===== config.mk =====
export PLATFORM = sky130hd
export DESIGN_NAME = fdp_top
export DESIGN_NICKNAME = d
export VERILOG_FILES = /design/src/include/fdp_pkg.sv /design/src/include/fdp_div_if.sv /design/src/verilog/fdp_top.sv /design/src/verilog/fdp_divider.sv
export VERILOG_INCLUDE_DIRS = /design/src /design/src/include
export SDC_FILE = /design/constraint.sdc
export NUM_CORES = 1
export LEC_CHECK = 0
export BUFFER_PORTS_ARGS = -buffer_cell sky130_fd_sc_hd__buf_2
export CAP_MARGIN = 20
export CELL_PAD_IN_SITES_DETAIL_PLACEMENT = 1
export CELL_PAD_IN_SITES_GLOBAL_PLACEMENT = 1
export CORE_ASPECT_RATIO = 0.9
export CORE_MARGIN = 2
export CORE_UTILIZATION = 51
export DETAILED_ROUTE_END_ITERATION = 8
export PLACE_DENSITY_LB_ADDON = 0.05
export SETUP_SLACK_MARGIN = 0.5
export SLEW_MARGIN = 20
export SYNTH_ARGS = -nofsm -noshare
export SYNTH_HDL_FRONTEND = slang
export SYNTH_SLANG_ARGS = --single-unit

===== constraint.sdc =====
create_clock -name clk -period 20.1 [get_ports clk]
set_input_delay 1.005 -clock clk [delete_from_list [all_inputs] [get_ports clk]]
set_output_delay 1.005 -clock clk [all_outputs]
set_load 0.005 [all_outputs]

===== src/include/fdp_map.svh =====
// Purpose: Offsets, field positions, reset values and widths of the phase control block.
// Assumes: Byte-wide register port, one register per byte address.
// Notes: Included by the package and by both design modules.
//
// Notes on behaviour
// A 0-to-1 write of the immediate trigger applies the programmed phase offset.
// Hardware clears the immediate trigger once the started adjustment has finished.
// Software sets no trigger while power-down, reset, or ratio below threshold.
// With the on-sync bit set, every divider synchronisation applies the offset.
// The nine-bit phase is two's complement; positive lags, negative leads.
// Each phase unit moves the divider output by one VCO clock period.
// Phase resets to zero; zero offset leaves the output at its natural alignment.
// Phase is committed only on the upper byte write, then applied per triggers.
// Software programs no phase while the ratio is below the threshold.
// Six-bit minimum ratio threshold, reset 0x31, gates modulation and phase.
// Below threshold the modulator is off and the fraction is forced to zero.
// Below threshold no phase adjustment reaches the divider output.
// Software leaves the threshold alone in normal operation; debug only.
// The integer ratio is 25 bits, resets to 100, and is compared to threshold.
// Divider reset bit at one holds the divider in reset, zero releases it.
// Power-down bit at one powers the divider down, zero powers it up.
// Ratio and threshold compare unsigned, continuously, following either change.
`ifndef FDP_MAP_SVH
`define FDP_MAP_SVH

`define FDP_ADDR_W        8
`define FDP_DATA_W        8
`define FDP_PHASE_W       9
`define FDP_RATIO_W       25
`define FDP_THR_W         6
`define FDP_FRAC_W        34
`define FDP_CNT_W         26

`define FDP_OFF_PHASE_LO  8'h00
`define FDP_OFF_PHASE_HI  8'h01
`define FDP_OFF_MIN_RATIO 8'h02
`define FDP_OFF_INT0      8'h04
`define FDP_OFF_INT1      8'h05
`define FDP_OFF_INT2      8'h06
`define FDP_OFF_INT3      8'h07
`define FDP_OFF_CTRL      8'h08
`define FDP_OFF_STATUS    8'h09

`define FDP_HI_NOW_BIT    7
`define FDP_HI_SYNC_BIT   6
`define FDP_HI_PH8_BIT    0
`define FDP_CTRL_RST_BIT  0
`define FDP_CTRL_PD_BIT   1
`define FDP_ST_SUPP_BIT   0
`define FDP_ST_BUSY_BIT   1

`define FDP_RST_PHASE     9'h000
`define FDP_RST_THR       6'h31
`define FDP_RST_RATIO     25'h0000064
`define FDP_MIN_PERIOD    26'h0000002

`endif


===== src/include/fdp_pkg.sv =====
// Purpose: Types shared by the phase control block.
// Assumes: fdp_map.svh holds all numeric constants.
// Notes: Nothing here is imported; users write fdp_pkg::name.
`include "fdp_map.svh"
package fdp_pkg;
  typedef logic signed [`FDP_PHASE_W-1:0] fdp_phase_t;
  typedef logic        [`FDP_RATIO_W-1:0] fdp_ratio_t;
  typedef logic        [`FDP_CNT_W-1:0]   fdp_cnt_t;
  typedef enum logic [0:0] {FDP_HOLD, FDP_RUN} fdp_div_state_t;
endpackage


===== src/include/fdp_div_if.sv =====
// Purpose: Carrier between the register side and the divider core.
// Assumes: Both ends run on the same clock.
// Notes: All signals but busy are driven from flip-flops at their source; busy decodes rem_reg.
`timescale 1ns/1ns
interface fdp_div_if;
  fdp_pkg::fdp_ratio_t ratio;
  logic                hold;
  logic                sync;
  logic                load;
  fdp_pkg::fdp_phase_t load_val;
  logic                busy;
  logic                done;
  logic                div_out;
  modport ctl (output ratio, output hold, output sync, output load, output load_val,
               input busy, input done, input div_out);
  modport div (input ratio, input hold, input sync, input load, input load_val,
               output busy, output done, output div_out);
endinterface


===== src/verilog/fdp_top.sv =====
// Purpose: Register side of the fractional divider phase and minimum-ratio control.
// Assumes: Same-clock byte register port; div_sync and frac_in come from on-clock logic.
// Notes: The fraction itself is not divided here; it is gated and passed to the modulator.
//
// Design decisions made here: the register offsets and the strobed register port.
`timescale 1ns/1ns
`include "fdp_map.svh"
module fdp_top (
  input  wire logic                     clk,
  input  wire logic                     rstn,
  input  wire logic [`FDP_ADDR_W-1:0]   addr,
  input  wire logic [`FDP_DATA_W-1:0]   wdata,
  input  wire logic                     wr_en,
  input  wire logic                     rd_en,
  output logic      [`FDP_DATA_W-1:0]   rdata,
  input  wire logic                     div_sync,
  input  wire logic [`FDP_FRAC_W-1:0]   frac_in,
  output logic      [`FDP_FRAC_W-1:0]   frac_out,
  output logic                          sdm_enable,
  output logic                          divider_power_down,
  output logic                          divider_reset,
  output logic                          div_out
);
  fdp_div_if dif ();

  logic [7:0]               phase_lo_stage_reg;
  fdp_pkg::fdp_phase_t      phase_reg;
  logic                     phase_adjust_immediate_reg;
  logic                     phase_adjust_on_sync_reg;
  logic [`FDP_THR_W-1:0]    min_ratio_threshold_reg;
  fdp_pkg::fdp_ratio_t      ratio_reg;
  logic                     rst_bit_reg;
  logic                     pd_bit_reg;
  logic                     supported_reg;
  logic                     sync_reg;
  logic                     load_reg;
  fdp_pkg::fdp_phase_t      load_val_reg;
  logic                     hold_reg;
  logic [`FDP_DATA_W-1:0]   rdata_reg;
  logic [`FDP_FRAC_W-1:0]   frac_out_reg;
  logic                     sdm_enable_reg;

  logic                     wr_lo;
  logic                     wr_hi;
  logic                     adjust_ok;
  logic                     imm_start;
  logic                     sync_load;
  fdp_pkg::fdp_phase_t      phase_next;
  logic                     supported_next;

  function automatic logic ratio_ok(input fdp_pkg::fdp_ratio_t r,
                                    input logic [`FDP_THR_W-1:0] t);
    ratio_ok = (r >= {{(`FDP_RATIO_W-`FDP_THR_W){1'b0}}, t});
  endfunction

  function automatic logic is_wr(input logic w, input logic [`FDP_ADDR_W-1:0] a,
                                 input logic [`FDP_ADDR_W-1:0] off);
    is_wr = w && (a == off);
  endfunction

  assign wr_lo          = is_wr(wr_en, addr, `FDP_OFF_PHASE_LO);
  assign wr_hi          = is_wr(wr_en, addr, `FDP_OFF_PHASE_HI);
  assign supported_next = ratio_ok(ratio_reg, min_ratio_threshold_reg);
  // Adjustments are refused in hardware too, so a careless write cannot disturb the output.
  assign adjust_ok      = supported_reg && !rst_bit_reg && !pd_bit_reg;
  assign phase_next     = wr_hi ? {wdata[`FDP_HI_PH8_BIT], phase_lo_stage_reg} : phase_reg;
  assign imm_start      = wr_hi && wdata[`FDP_HI_NOW_BIT] && !phase_adjust_immediate_reg
                          && adjust_ok;
  assign sync_load      = div_sync && phase_adjust_on_sync_reg && adjust_ok;

  // The low byte only stages; a half-written value never reaches the divider.
  always_ff @(posedge clk or negedge rstn) begin
    if (!rstn) begin
      phase_lo_stage_reg <= 8'(`FDP_RST_PHASE);
      phase_reg          <= `FDP_RST_PHASE;
    end else begin
      if (wr_lo) begin
        phase_lo_stage_reg <= wdata;
      end
      phase_reg <= phase_next;
    end
  end

  always_ff @(posedge clk or negedge rstn) begin
    if (!rstn) begin
      phase_adjust_on_sync_reg <= 1'b0;
    end else if (wr_hi) begin
      phase_adjust_on_sync_reg <= wdata[`FDP_HI_SYNC_BIT];
    end
  end

  // A start is only accepted while the bit is clear, and it wins over a done in the same cycle.
  always_ff @(posedge clk or negedge rstn) begin
    if (!rstn) begin
      phase_adjust_immediate_reg <= 1'b0;
    end else if (imm_start) begin
      phase_adjust_immediate_reg <= 1'b1;
    end else if (dif.done) begin
      phase_adjust_immediate_reg <= 1'b0;
    end
  end

  always_ff @(posedge clk or negedge rstn) begin
    if (!rstn) begin
      load_reg     <= 1'b0;
      load_val_reg <= `FDP_RST_PHASE;
      sync_reg     <= 1'b0;
    end else begin
      load_reg     <= imm_start || sync_load;
      load_val_reg <= phase_next;
      sync_reg     <= div_sync;
    end
  end

  always_ff @(posedge clk or negedge rstn) begin
    if (!rstn) begin
      min_ratio_threshold_reg <= `FDP_RST_THR;
      ratio_reg               <= `FDP_RST_RATIO;
      rst_bit_reg             <= 1'b0;
      pd_bit_reg              <= 1'b0;
    end else if (wr_en) begin
      unique case (addr)
        `FDP_OFF_MIN_RATIO: min_ratio_threshold_reg <= wdata[`FDP_THR_W-1:0];
        `FDP_OFF_INT0:      ratio_reg[7:0]          <= wdata;
        `FDP_OFF_INT1:      ratio_reg[15:8]         <= wdata;
        `FDP_OFF_INT2:      ratio_reg[23:16]        <= wdata;
        `FDP_OFF_INT3:      ratio_reg[24]           <= wdata[0];
        `FDP_OFF_CTRL: begin
          rst_bit_reg <= wdata[`FDP_CTRL_RST_BIT];
          pd_bit_reg  <= wdata[`FDP_CTRL_PD_BIT];
        end
        default: begin
        end
      endcase
    end
  end

  always_ff @(posedge clk or negedge rstn) begin
    if (!rstn) begin
      supported_reg  <= 1'b1;
      sdm_enable_reg <= 1'b0;
      frac_out_reg   <= '0;
      hold_reg       <= 1'b1;
    end else begin
      supported_reg  <= supported_next;
      sdm_enable_reg <= supported_reg && !rst_bit_reg && !pd_bit_reg;
      frac_out_reg   <= supported_reg ? frac_in : '0;
      hold_reg       <= rst_bit_reg || pd_bit_reg;
    end
  end

  always_ff @(posedge clk or negedge rstn) begin
    if (!rstn) begin
      rdata_reg <= '0;
    end else if (rd_en) begin
      unique case (addr)
        `FDP_OFF_PHASE_LO:  rdata_reg <= phase_reg[7:0];
        `FDP_OFF_PHASE_HI:  rdata_reg <= {phase_adjust_immediate_reg, phase_adjust_on_sync_reg,
                                          5'h00, phase_reg[8]};
        `FDP_OFF_MIN_RATIO: rdata_reg <= {2'h0, min_ratio_threshold_reg};
        `FDP_OFF_INT0:      rdata_reg <= ratio_reg[7:0];
        `FDP_OFF_INT1:      rdata_reg <= ratio_reg[15:8];
        `FDP_OFF_INT2:      rdata_reg <= ratio_reg[23:16];
        `FDP_OFF_INT3:      rdata_reg <= {7'h00, ratio_reg[24]};
        `FDP_OFF_CTRL:      rdata_reg <= {6'h00, pd_bit_reg, rst_bit_reg};
        `FDP_OFF_STATUS:    rdata_reg <= {6'h00, dif.busy, supported_reg};
        default:            rdata_reg <= '0;
      endcase
    end else begin
      rdata_reg <= '0;
    end
  end

  assign dif.ratio    = ratio_reg;
  assign dif.hold     = hold_reg;
  assign dif.sync     = sync_reg;
  assign dif.load     = load_reg;
  assign dif.load_val = load_val_reg;

  fdp_divider u_div (
    .clk  (clk),
    .rstn (rstn),
    .bus  (dif.div)
  );

  assign rdata              = rdata_reg;
  assign frac_out           = frac_out_reg;
  assign sdm_enable         = sdm_enable_reg;
  assign divider_power_down = pd_bit_reg;
  assign divider_reset      = rst_bit_reg;
  assign div_out            = dif.div_out;

  imm_launch_a: assert property (@(posedge clk) disable iff (!rstn)
    wr_hi && wdata[`FDP_HI_NOW_BIT] && !phase_adjust_immediate_reg && adjust_ok
    |=> load_reg && phase_adjust_immediate_reg && load_val_reg == $past(phase_next))
    else $error("Immediate trigger did not launch.");
  imm_clear_a: assert property (@(posedge clk) disable iff (!rstn)
    phase_adjust_immediate_reg && dif.done |=> !phase_adjust_immediate_reg)
    else $error("Immediate trigger not cleared on done.");
  imm_refuse_a: assert property (@(posedge clk) disable iff (!rstn)
    !adjust_ok && !phase_adjust_immediate_reg |=> !phase_adjust_immediate_reg && !load_reg)
    else $error("Adjustment accepted while unsupported.");
  sync_apply_a: assert property (@(posedge clk) disable iff (!rstn)
    div_sync && phase_adjust_on_sync_reg && adjust_ok |=> load_reg && sync_reg)
    else $error("Sync did not apply phase.");
  lo_atomic_a: assert property (@(posedge clk) disable iff (!rstn)
    !wr_hi |=> $stable(phase_reg))
    else $error("Phase changed without upper byte write.");
  support_cmp_a: assert property (@(posedge clk) disable iff (!rstn)
    ##1 supported_reg == ($past(ratio_reg) >= {19'h00000, $past(min_ratio_threshold_reg)}))
    else $error("Support flag does not follow compare.");
  sdm_gate_a: assert property (@(posedge clk) disable iff (!rstn)
    !supported_reg |=> !sdm_enable_reg && frac_out_reg == '0)
    else $error("Modulator left on below threshold.");
  ctrl_hold_a: assert property (@(posedge clk) disable iff (!rstn)
    wr_en && addr == `FDP_OFF_CTRL && wdata[`FDP_CTRL_RST_BIT] |=> ##1 hold_reg ##2 !div_out)
    else $error("Divider reset did not hold divider.");
  read_one_a: assert property (@(posedge clk) disable iff (!rstn)
    !rd_en |=> rdata_reg == '0)
    else $error("Read data outside its cycle.");
  imm_cov_c: cover property (@(posedge clk) disable iff (!rstn)
    imm_start ##[1:600] !phase_adjust_immediate_reg);
  sync_cov_c: cover property (@(posedge clk) disable iff (!rstn) sync_load);
  unsup_cov_c: cover property (@(posedge clk) disable iff (!rstn)
    !supported_reg && wr_hi && wdata[`FDP_HI_NOW_BIT]);
endmodule


===== src/verilog/fdp_divider.sv =====
// Purpose: Integer divider on the VCO clock with signed phase slewing.
// Assumes: clk is the VCO clock, so one cycle is one VCO period.
// Notes: A lead larger than one period is absorbed over several periods.
`timescale 1ns/1ns
`include "fdp_map.svh"
module fdp_divider (
  input wire logic clk,
  input wire logic rstn,
  fdp_div_if.div   bus
);
  fdp_pkg::fdp_div_state_t state_reg;
  fdp_pkg::fdp_cnt_t       count_reg;
  fdp_pkg::fdp_cnt_t       period_reg;
  logic signed [9:0]       rem_reg;
  logic                    out_reg;
  logic                    done_reg;
  fdp_pkg::fdp_cnt_t       eff;
  logic signed [9:0]       step;
  logic                    wrap;

  // Ratios below two cannot form a clock; they run at the smallest period.
  function automatic fdp_pkg::fdp_cnt_t eff_ratio(input fdp_pkg::fdp_ratio_t r);
    fdp_pkg::fdp_cnt_t w;
    w = {1'b0, r};
    eff_ratio = (w < `FDP_MIN_PERIOD) ? `FDP_MIN_PERIOD : w;
  endfunction

  // A lead may shorten one period to no less than the smallest period.
  function automatic logic signed [9:0] slew_step(input logic signed [9:0] rem,
                                                  input fdp_pkg::fdp_cnt_t e);
    logic signed [27:0] lim;
    lim = 28'sd2 - $signed({2'b00, e});
    if (rem >= 10'sd0) begin
      slew_step = rem;
    end else if ($signed({{18{rem[9]}}, rem}) < lim) begin
      slew_step = lim[9:0];
    end else begin
      slew_step = rem;
    end
  endfunction

  assign eff  = eff_ratio(bus.ratio);
  assign step = slew_step(rem_reg, eff);
  assign wrap = (count_reg == period_reg - 26'h0000001);

  always_ff @(posedge clk or negedge rstn) begin
    if (!rstn) begin
      state_reg <= fdp_pkg::FDP_HOLD;
    end else begin
      state_reg <= bus.hold ? fdp_pkg::FDP_HOLD : fdp_pkg::FDP_RUN;
    end
  end

  always_ff @(posedge clk or negedge rstn) begin
    if (!rstn) begin
      count_reg  <= '0;
      period_reg <= `FDP_MIN_PERIOD;
      rem_reg    <= 10'sd0;
      done_reg   <= 1'b0;
    end else begin
      done_reg <= 1'b0;
      unique case (state_reg)
        fdp_pkg::FDP_HOLD: begin
          count_reg  <= '0;
          period_reg <= eff;
          rem_reg    <= 10'sd0;
          // A hold that cuts a slew short still ends it, or the trigger bit would stick.
          done_reg   <= bus.load || (rem_reg != 10'sd0);
        end
        fdp_pkg::FDP_RUN: begin
          if (bus.sync) begin
            count_reg  <= '0;
            period_reg <= eff;
          end else if (wrap) begin
            count_reg  <= '0;
            period_reg <= fdp_pkg::fdp_cnt_t'($signed({1'b0, eff}) + step);
          end else begin
            count_reg <= count_reg + 26'h0000001;
          end
          if (bus.load) begin
            rem_reg  <= {bus.load_val[8], bus.load_val};
            done_reg <= (bus.load_val == 9'sd0);
          end else if (wrap && !bus.sync && rem_reg != 10'sd0) begin
            rem_reg  <= rem_reg - step;
            done_reg <= (rem_reg == step);
          end
        end
      endcase
    end
  end

  always_ff @(posedge clk or negedge rstn) begin
    if (!rstn) begin
      out_reg <= 1'b0;
    end else begin
      out_reg <= (state_reg == fdp_pkg::FDP_RUN) && (count_reg < {1'b0, period_reg[25:1]});
    end
  end

  assign bus.div_out = out_reg;
  assign bus.busy    = (rem_reg != 10'sd0);
  assign bus.done    = done_reg;

  hold_quiet_a: assert property (@(posedge clk) disable iff (!rstn)
    bus.hold |-> ##2 (count_reg == '0) && !out_reg)
    else $error("Divider runs while held.");
  lag_period_a: assert property (@(posedge clk) disable iff (!rstn)
    (state_reg == fdp_pkg::FDP_RUN) && wrap && !bus.sync && !bus.load && rem_reg > 10'sd0
    |=> period_reg == $past(eff) + fdp_pkg::fdp_cnt_t'($past(rem_reg)))
    else $error("Lag not added to one period.");
  slew_end_a: assert property (@(posedge clk) disable iff (!rstn)
    $fell(bus.busy) && !$past(bus.load) |-> done_reg)
    else $error("Slew ended without done.");
  slew_cov_c: cover property (@(posedge clk) disable iff (!rstn) rem_reg < -10'sd60);
endmodule


==> impl_metrics.env, run 1 <==
export IMPL_std_cell_rows=51
export IMPL_syn_area_per_cell_um2=9.14
export IMPL_crit_buf_inv=1
export IMPL_cts_tree="yes"
export IMPL_p_per_area_nw_per_um2=104
export IMPL_start_kind="flip-flop"
export IMPL_period_minus_slack_ps=9760
export IMPL_r2r_cells=31
export IMPL_largest_reg_flops=34
export IMPL_fin_skew_ps=12.0
export IMPL_layout_drive_gt1_share_pct=16.9
export IMPL_async_flop_share_pct=100
export IMPL_vias=9554
export IMPL_overflow=0
export IMPL_post_drt_wl_per_cell_um=20.6
export IMPL_cpPeakStageDelay_ps=720
export IMPL_hold_class="flip-flop to flip-flop"
export IMPL_ys_ff_latch=164
export IMPL_dr_pass1_iters=5
export IMPL_drc=0
export IMPL_post_drt_via_cell_ratio=5.96
export IMPL_grt_max_degree=87
export IMPL_cts_buffer_depth=2
export IMPL_drv_slew=0
export IMPL_cp_top_family="simple AND/OR/NAND/NOR gates"
export IMPL_holdPathEnd="u_div.state_reg$_DFF_PN0_"
export IMPL_insertedDiodeCount=0
export IMPL_core_area_um2=21800
export IMPL_nets=1450
export IMPL_yosys_warnings=0
export IMPL_worstMarginPinSlew_ps=1040
export IMPL_critPathKind="flip-flop to flip-flop"
export IMPL_cts_sinks=164
export IMPL_drv_cap=0
export IMPL_place_gp_congestion=0.915
export IMPL_die_x_um=161
export IMPL_ff2ff_setup_slack_ps=10340
export IMPL_min_from="dif.hold$_DFF_PN1_"
export IMPL_ctsResizeCount=0
export IMPL_worstReg2RegEnd="u_div.period_reg[24]$_DFFE_PN0P_"
export IMPL_ys_seq_area_share_pct=36.2
export IMPL_synth_cell_types=74
export IMPL_die_h_um=146
export IMPL_clkLatencyLatePin_ps=440
export IMPL_max_freq_mhz=103
export IMPL_cp_data_arrival_time_ps=10070
export IMPL_max_vdd_ir_drop_v=0.0000509
export IMPL_rsz0062_at_grt="no"
export IMPL_r2r_start="dif.ratio[21]$_DFFE_PN0P_"
export IMPL_holdBufCountCts=0
export IMPL_port_buffer_count=100
export IMPL_drt_initial_drc_count=633
export IMPL_tns_ps=0
export IMPL_synth_edff_count=0
export IMPL_slew_headroom_pct=30.2
export IMPL_finalCritPeriodShare_pct=48.5
export IMPL_antenna_found_initial=0
export IMPL_slowest_stage="or4b_2"
export IMPL_synth_ff_type="dfrtp_1"
export IMPL_grt_pass1_vias=9863
export IMPL_p_leak_uw=0.00601
export IMPL_grt_pass1_wl_um=54000
export IMPL_clockRootBuffer="clkbuf_16"
export IMPL_drt_wl_total_um=33000
export IMPL_cp_max_fo=17
export IMPL_cp_data_required_time_ps=20420
export IMPL_final_hold_violation_count=0
export IMPL_dieArea_um2=23500
export IMPL_postRouteAntennaNets=0
export IMPL_syn_nets=1393
export IMPL_post_cts_buffers=0
export IMPL_holdPathStages=1
export IMPL_clk_pin_slew_ps=70
export IMPL_start_util_pct=52.2
export IMPL_outcome="completed"
export IMPL_track_usage_pct=29.0
export IMPL_cts_made_buffers=17
export IMPL_syn_cell_area_um2=11400
export IMPL_finalSetupViolations=0
export IMPL_cts_max_level=4
export IMPL_pin_count=101
export IMPL_dpl_hpwl_um=24700
export IMPL_synthToLayoutAreaGrowth_pct=11.2
export IMPL_synthCells=1243
export IMPL_dp_slack_ps=10620
export IMPL_setup_ws_ps=10340
export IMPL_cp_end_kind="flip-flop"
==> layout make-up <==
| type | instances | area (um2) |
|---|---|---|
| fillers | 2541 | 9130 |
| multi-input cells | 942 | 6720 |
| flip-flops and latches | 164 | 4120 |
| repair buffers | 110 | 602 |
| clock buffers | 19 | 433 |
| well taps | 291 | 364 |
| inverters | 65 | 244 |
| clock inverters | 13 | 153 |
==> worst register-to-register path: cells and delay by family (launching register included) <==
kind / cells / cell delay, ps
simple gates: 10 / 3990
compound gates: 11 / 2860
fa+ha+maj: 4 / 1180
mux: 3 / 770
flops: 1 / 470
xor+xnor: 2 / 310
buf+inv: 1 / 60
==> where the power goes <==
| group | internal (uW) | switching [uW] | leakage (uW) |
|---|---|---|---|
| Combinational | 234 | 324 | 0.00358 |
| Clock | 178 | 156 | 0.000289 |
| Sequential | 368 | 59.5 | 0.00215 |
| Total | 780 | 539 | 0.00601 |
==> through the flow <==
| step | power, uW | cells | utilization [%] | hold slack [ps] | cell area [um2] |
|---|---|---|---|---|---|
| 6_report | 1320 | 1604 | 58.0 | 434 | 12600 |
| 3_5_place_dp | 977 | 1571 | 55.2 | 425 | 12000 |
| 3_3_place_gp | 957 | 1571 | 55.2 | 409 | 12000 |
| 4_1_cts | 1320 | 1603 | 57.9 | 436 | 12600 |
| 2_1_floorplan | 818 | 1243 | - | 405 | 11400 |
| 5_1_grt | 1410 | 1604 | 58.0 | 463 | 12600 |
==> how the worst max path moves through the flow <==
stage	start	to	cells after the start
after floorplan	dif.ratio[12]$_DFFE_PN0P_	u_div.period_reg[24]$_DFFE_PN0P_	29
final	dif.ratio[21]$_DFFE_PN0P_	u_div.period_reg[24]$_DFFE_PN0P_	31
after global routing	dif.ratio[9]$_DFFE_PN0P_	u_div.period_reg[24]$_DFFE_PN0P_	31
after detailed placement	dif.ratio[21]$_DFFE_PN0P_	u_div.period_reg[24]$_DFFE_PN0P_	31
after global placement	dif.ratio[12]$_DFFE_PN0P_	u_div.period_reg[24]$_DFFE_PN0P_	31
after CTS	dif.ratio[12]$_DFFE_PN0P_	u_div.period_reg[24]$_DFFE_PN0P_	31
==> cell usage in the layout (no fill, tap or decap), drive strengths merged, types with 19 or more instances in the layout <==
master and n:
dfrtp 155, buf 110, nor2 107, ha 93, nand2 89, inv 76
o21ai 73, a21oi 71, mux2 54, xor2 52, xnor2 48, and2 38
nor3 28, nand4 28, mux2i 26, nand3 23, a21o 21, clkbuf 19
==> routing by layer <==
metal / routed length, um / track usage (%) / vias up
li1: - / - / 4503
met1: 15800 / 42.1 / 4778
met2: 15000 / 45.7 / 232
met3: 1760 / 5.13 / 41
met4: 465 / 6.03 / 0
met5: 0 / 0 / -
==> cell families after synthesis <==
family / synth area share (%)
and+or+nand+nor: 19.3
AOI/OAI and AO/OA: 13.7
DFF: 36.2
buffers and inverters: 4.67
xor gates and xnor gates: 7.71
adders and majority gates: 10.6
muxes: 7.84
==> cell usage after synthesis (5+ instances only) <==
| cell type | count | area share [%] |
|---|---|---|
| a211oi_1 | 10 | 0.66 |
| a21o_1 | 21 | 1.4 |
| a21oi_1 | 71 | 3.1 |
| a22oi_1 | 9 | 0.59 |
| a31oi_1 | 14 | 0.77 |
| and2_1 | 38 | 2.1 |
| and3_1 | 9 | 0.50 |
| and4_1 | 5 | 0.39 |
| clkbuf_1 | 64 | 2.1 |
| dfrtp_1 | 155 | 34 |
| dfstp_2 | 9 | 2.1 |
| ha_1 | 93 | 10 |
| inv_1 | 65 | 2.1 |
| mux2_2 | 53 | 5.3 |
| mux2i_1 | 26 | 2.3 |
| nand2_1 | 89 | 2.9 |
| nand2b_1 | 12 | 0.66 |
| nand3_1 | 23 | 1.0 |
| nand4_1 | 27 | 1.5 |
| nor2_1 | 107 | 3.5 |
| nor2b_1 | 16 | 0.88 |
| nor3_1 | 27 | 1.2 |
| nor3b_1 | 7 | 0.46 |
| nor4_1 | 11 | 0.61 |
| o211ai_1 | 5 | 0.33 |
| o21a_1 | 5 | 0.33 |
| o21ai_0 | 72 | 3.2 |
| o31ai_1 | 7 | 0.46 |
| or3_1 | 7 | 0.39 |
| or4_1 | 14 | 0.93 |
| xnor2_1 | 48 | 3.7 |
| xor2_1 | 52 | 4.0 |
Power figures use the tool's default switching activity.
==> run 2, diff against run 1 <==
--- a/config.mk
+++ b/config.mk
@@ -12,7 +12,7 @@
 export CELL_PAD_IN_SITES_GLOBAL_PLACEMENT = 1
 export CORE_ASPECT_RATIO = 0.9
 export CORE_MARGIN = 2
-export CORE_UTILIZATION = 51
+export CORE_UTILIZATION = 42
 export DETAILED_ROUTE_END_ITERATION = 8
 export PLACE_DENSITY_LB_ADDON = 0.05
 export SETUP_SLACK_MARGIN = 0.5
==> constraint.sdc (replaced) <==
create_clock -name clk -period 8.1 [get_ports clk]
set_input_delay 0.405 -clock clk [delete_from_list [all_inputs] [get_ports clk]]
set_output_delay 0.405 -clock clk [all_outputs]
set_load 0.005 [all_outputs]
==> run 2 against run 1 <==
- sequential cell count is the same
- cell count grew 6.5%
- worst setup slack lost 9500 ps
- worst hold slack lost 360 ps
- sequential share of layout area shrank 1.5 points
- critical path type unchanged
- critical endpoint unchanged
==> impl_metrics.env, run 2 (same netlist as run 1, synthesis figures left out) <==
export IMPL_cts_max_level=4
export IMPL_dieArea_um2=28400
export IMPL_cpMostUsedCell="nand2_2"
export IMPL_cts_made_buffers=17
export IMPL_max_vdd_ir_drop_v=0.000169
export IMPL_clockRootBuffer="clkbuf_16"
export IMPL_std_cell_rows=57
export IMPL_p_per_area_nw_per_um2=253
export IMPL_drv_slew=0
export IMPL_finalSetupViolations=0
export IMPL_critPathKind="flip-flop to flip-flop"
export IMPL_startpoint="dif.ratio[22]$_DFFE_PN0P_"
export IMPL_insertedDiodeCount=0
export IMPL_final_hold_violation_count=0
export IMPL_met1_usage_pct=37.5
export IMPL_r2r_start="dif.ratio[22]$_DFFE_PN0P_"
export IMPL_ff2ff_setup_slack_ps=810
export IMPL_synthToLayoutAreaGrowth_pct=16.4
export IMPL_drv_cap=0
export IMPL_antenna_found_initial=0
export IMPL_finalCritPeriodShare_pct=90.0
export IMPL_post_drt_wl_per_cell_um=19.9
export IMPL_final_common_cell="dfrtp_1"
export IMPL_start_kind="flip-flop"
export IMPL_post_drt_via_cell_ratio=5.56
export IMPL_dr_pass1_iters=4
export IMPL_slowest_stage="or4_4"
export IMPL_cts_buffer_depth=2
export IMPL_crit_buf_inv=2
export IMPL_postRouteAntennaNets=0
export IMPL_place_gp_congestion=0.845
export IMPL_setup_ws_ps=807
export IMPL_crit_cells=32
export IMPL_die_x_um=177
export IMPL_layout_drive_gt1_share_pct=22.3
export IMPL_total_power_uw=3340
export IMPL_start_util_pct=42.4
export IMPL_hold_class="input pin to asynchronous set/reset pin"
export IMPL_layout_common_cells="dfrtp_1 (155), nor2_1 (106), buf_2 (99)"
export IMPL_cts_sinks=164
export IMPL_core_area_um2=26800
export IMPL_cts_tree="yes"
export IMPL_dpl_hpwl_um=25500
export IMPL_die_h_um=160
export IMPL_cp_data_arrival_time_ps=7620
export IMPL_rsz0062_at_grt="no"
export IMPL_vias=9504
export IMPL_pin_count=101
export IMPL_use_met2_pct=37.0
export IMPL_holdBufCountCts=0
export IMPL_clkLatencyLatePin_ps=440
export IMPL_cpPeakStageDelay_ps=550
export IMPL_outcome="completed"
export IMPL_dp_slack_ps=-16.4
export IMPL_port_buffer_count=100
export IMPL_overflow=0
export IMPL_r2r_cells=32
export IMPL_fin_skew_ps=11.5
export IMPL_drt_initial_drc_count=611
export IMPL_cp_max_fo=3
export IMPL_grt_max_degree=99
export IMPL_track_usage_pct=24.6
export IMPL_slew_headroom_pct=20.8
export IMPL_nets=1492
export IMPL_fillers=3100
export IMPL_period_minus_slack_ps=7290
export IMPL_drt_wl_total_um=33900
export IMPL_cp_data_required_time_ps=8430
export IMPL_p_leak_uw=0.00625
export IMPL_max_freq_mhz=137
export IMPL_largest_reg_flops=34
export IMPL_cp_end_kind="flip-flop"
export IMPL_clk_pin_slew_ps=70
export IMPL_grt_pass1_vias=9763
export IMPL_cp_top_family="simple AND/OR/NAND/NOR gates"
export IMPL_final_util_pct=49.3
export IMPL_drc=0
export IMPL_worstMarginPinSlew_ps=1180
export IMPL_grt_use_met3_pct=3.29
export IMPL_grt_pass1_wl_um=54600
export IMPL_grt_busiest_layer="met1"
==> run 2: changes by cell type in the layout (fill, tap and decap cells not counted), sizes merged <==
cell / before / now
buf: 110 / 152
bufinv: 1 / 0
clkbuf: 19 / 18
clkinv: 1 / 4
clkinvlp: 0 / 2
inv: 76 / 73
==> run 2: layer usage <==
layer | routed length [um] | part of all wire [%] | vias up
met5 | 0 | 0 | -
met4 | 315 | 0.93 | 0
met3 | 1000 | 3.0 | 18
met2 | 14900 | 44 | 142
met1 | 17700 | 52 | 4744
li1 | - | - | 4600
==> run 2: worst paths after layout <==
kind,to
min reg2reg,u_div.state_reg$_DFF_PN0_
min in group clk,dif.sync$_DFF_PN0_
min,frac_out[12]$_DFF_PN0_
max in group asynchronous,u_div.count_reg[21]$_DFF_PN0_
max,u_div.period_reg[24]$_DFFE_PN0P_
max reg2reg,u_div.period_reg[24]$_DFFE_PN0P_
==> run 2: what timing repair did <==
action	4_1_cts	5_1_grt
setup buffers	0	10
gates resized for setup	17	34
endpoints found under the setup margin	16	20
pin swaps	3	22
==> run 2: per-stage QoR <==
stage                     hold slack, ps  TNS, ps  std cells  area [um2]
final                               78.2        0       1709       13200
after detailed placement             448    -16.4       1667       12400
after global routing                87.3        0       1709       13200
after CTS                           73.8        0       1699       13000
after floorplan                      109        0       1243       11400
after global placement               412        0       1667       12400
==> run 2: power by group <==
group	leakage, uW	switching, uW	total (uW)	internal, uW
clock network	0.000274	402	810	409
registers	0.00215	145	1060	913
logic	0.00383	838	1480	637
total	0.00625	1380	3340	1960
==> run 2: layout make-up <==
class	count	area (um2)	share of cell area [%]
Sequential cell	164	4120	31.1
Timing Repair Buffer	152	905	6.84
Inverter	65	244	1.85
Clock buffer	18	429	3.25
Multi-Input combinational cell	942	6950	52.5
Clock inverter	14	139	1.05
Tap cell	354	443	3.35
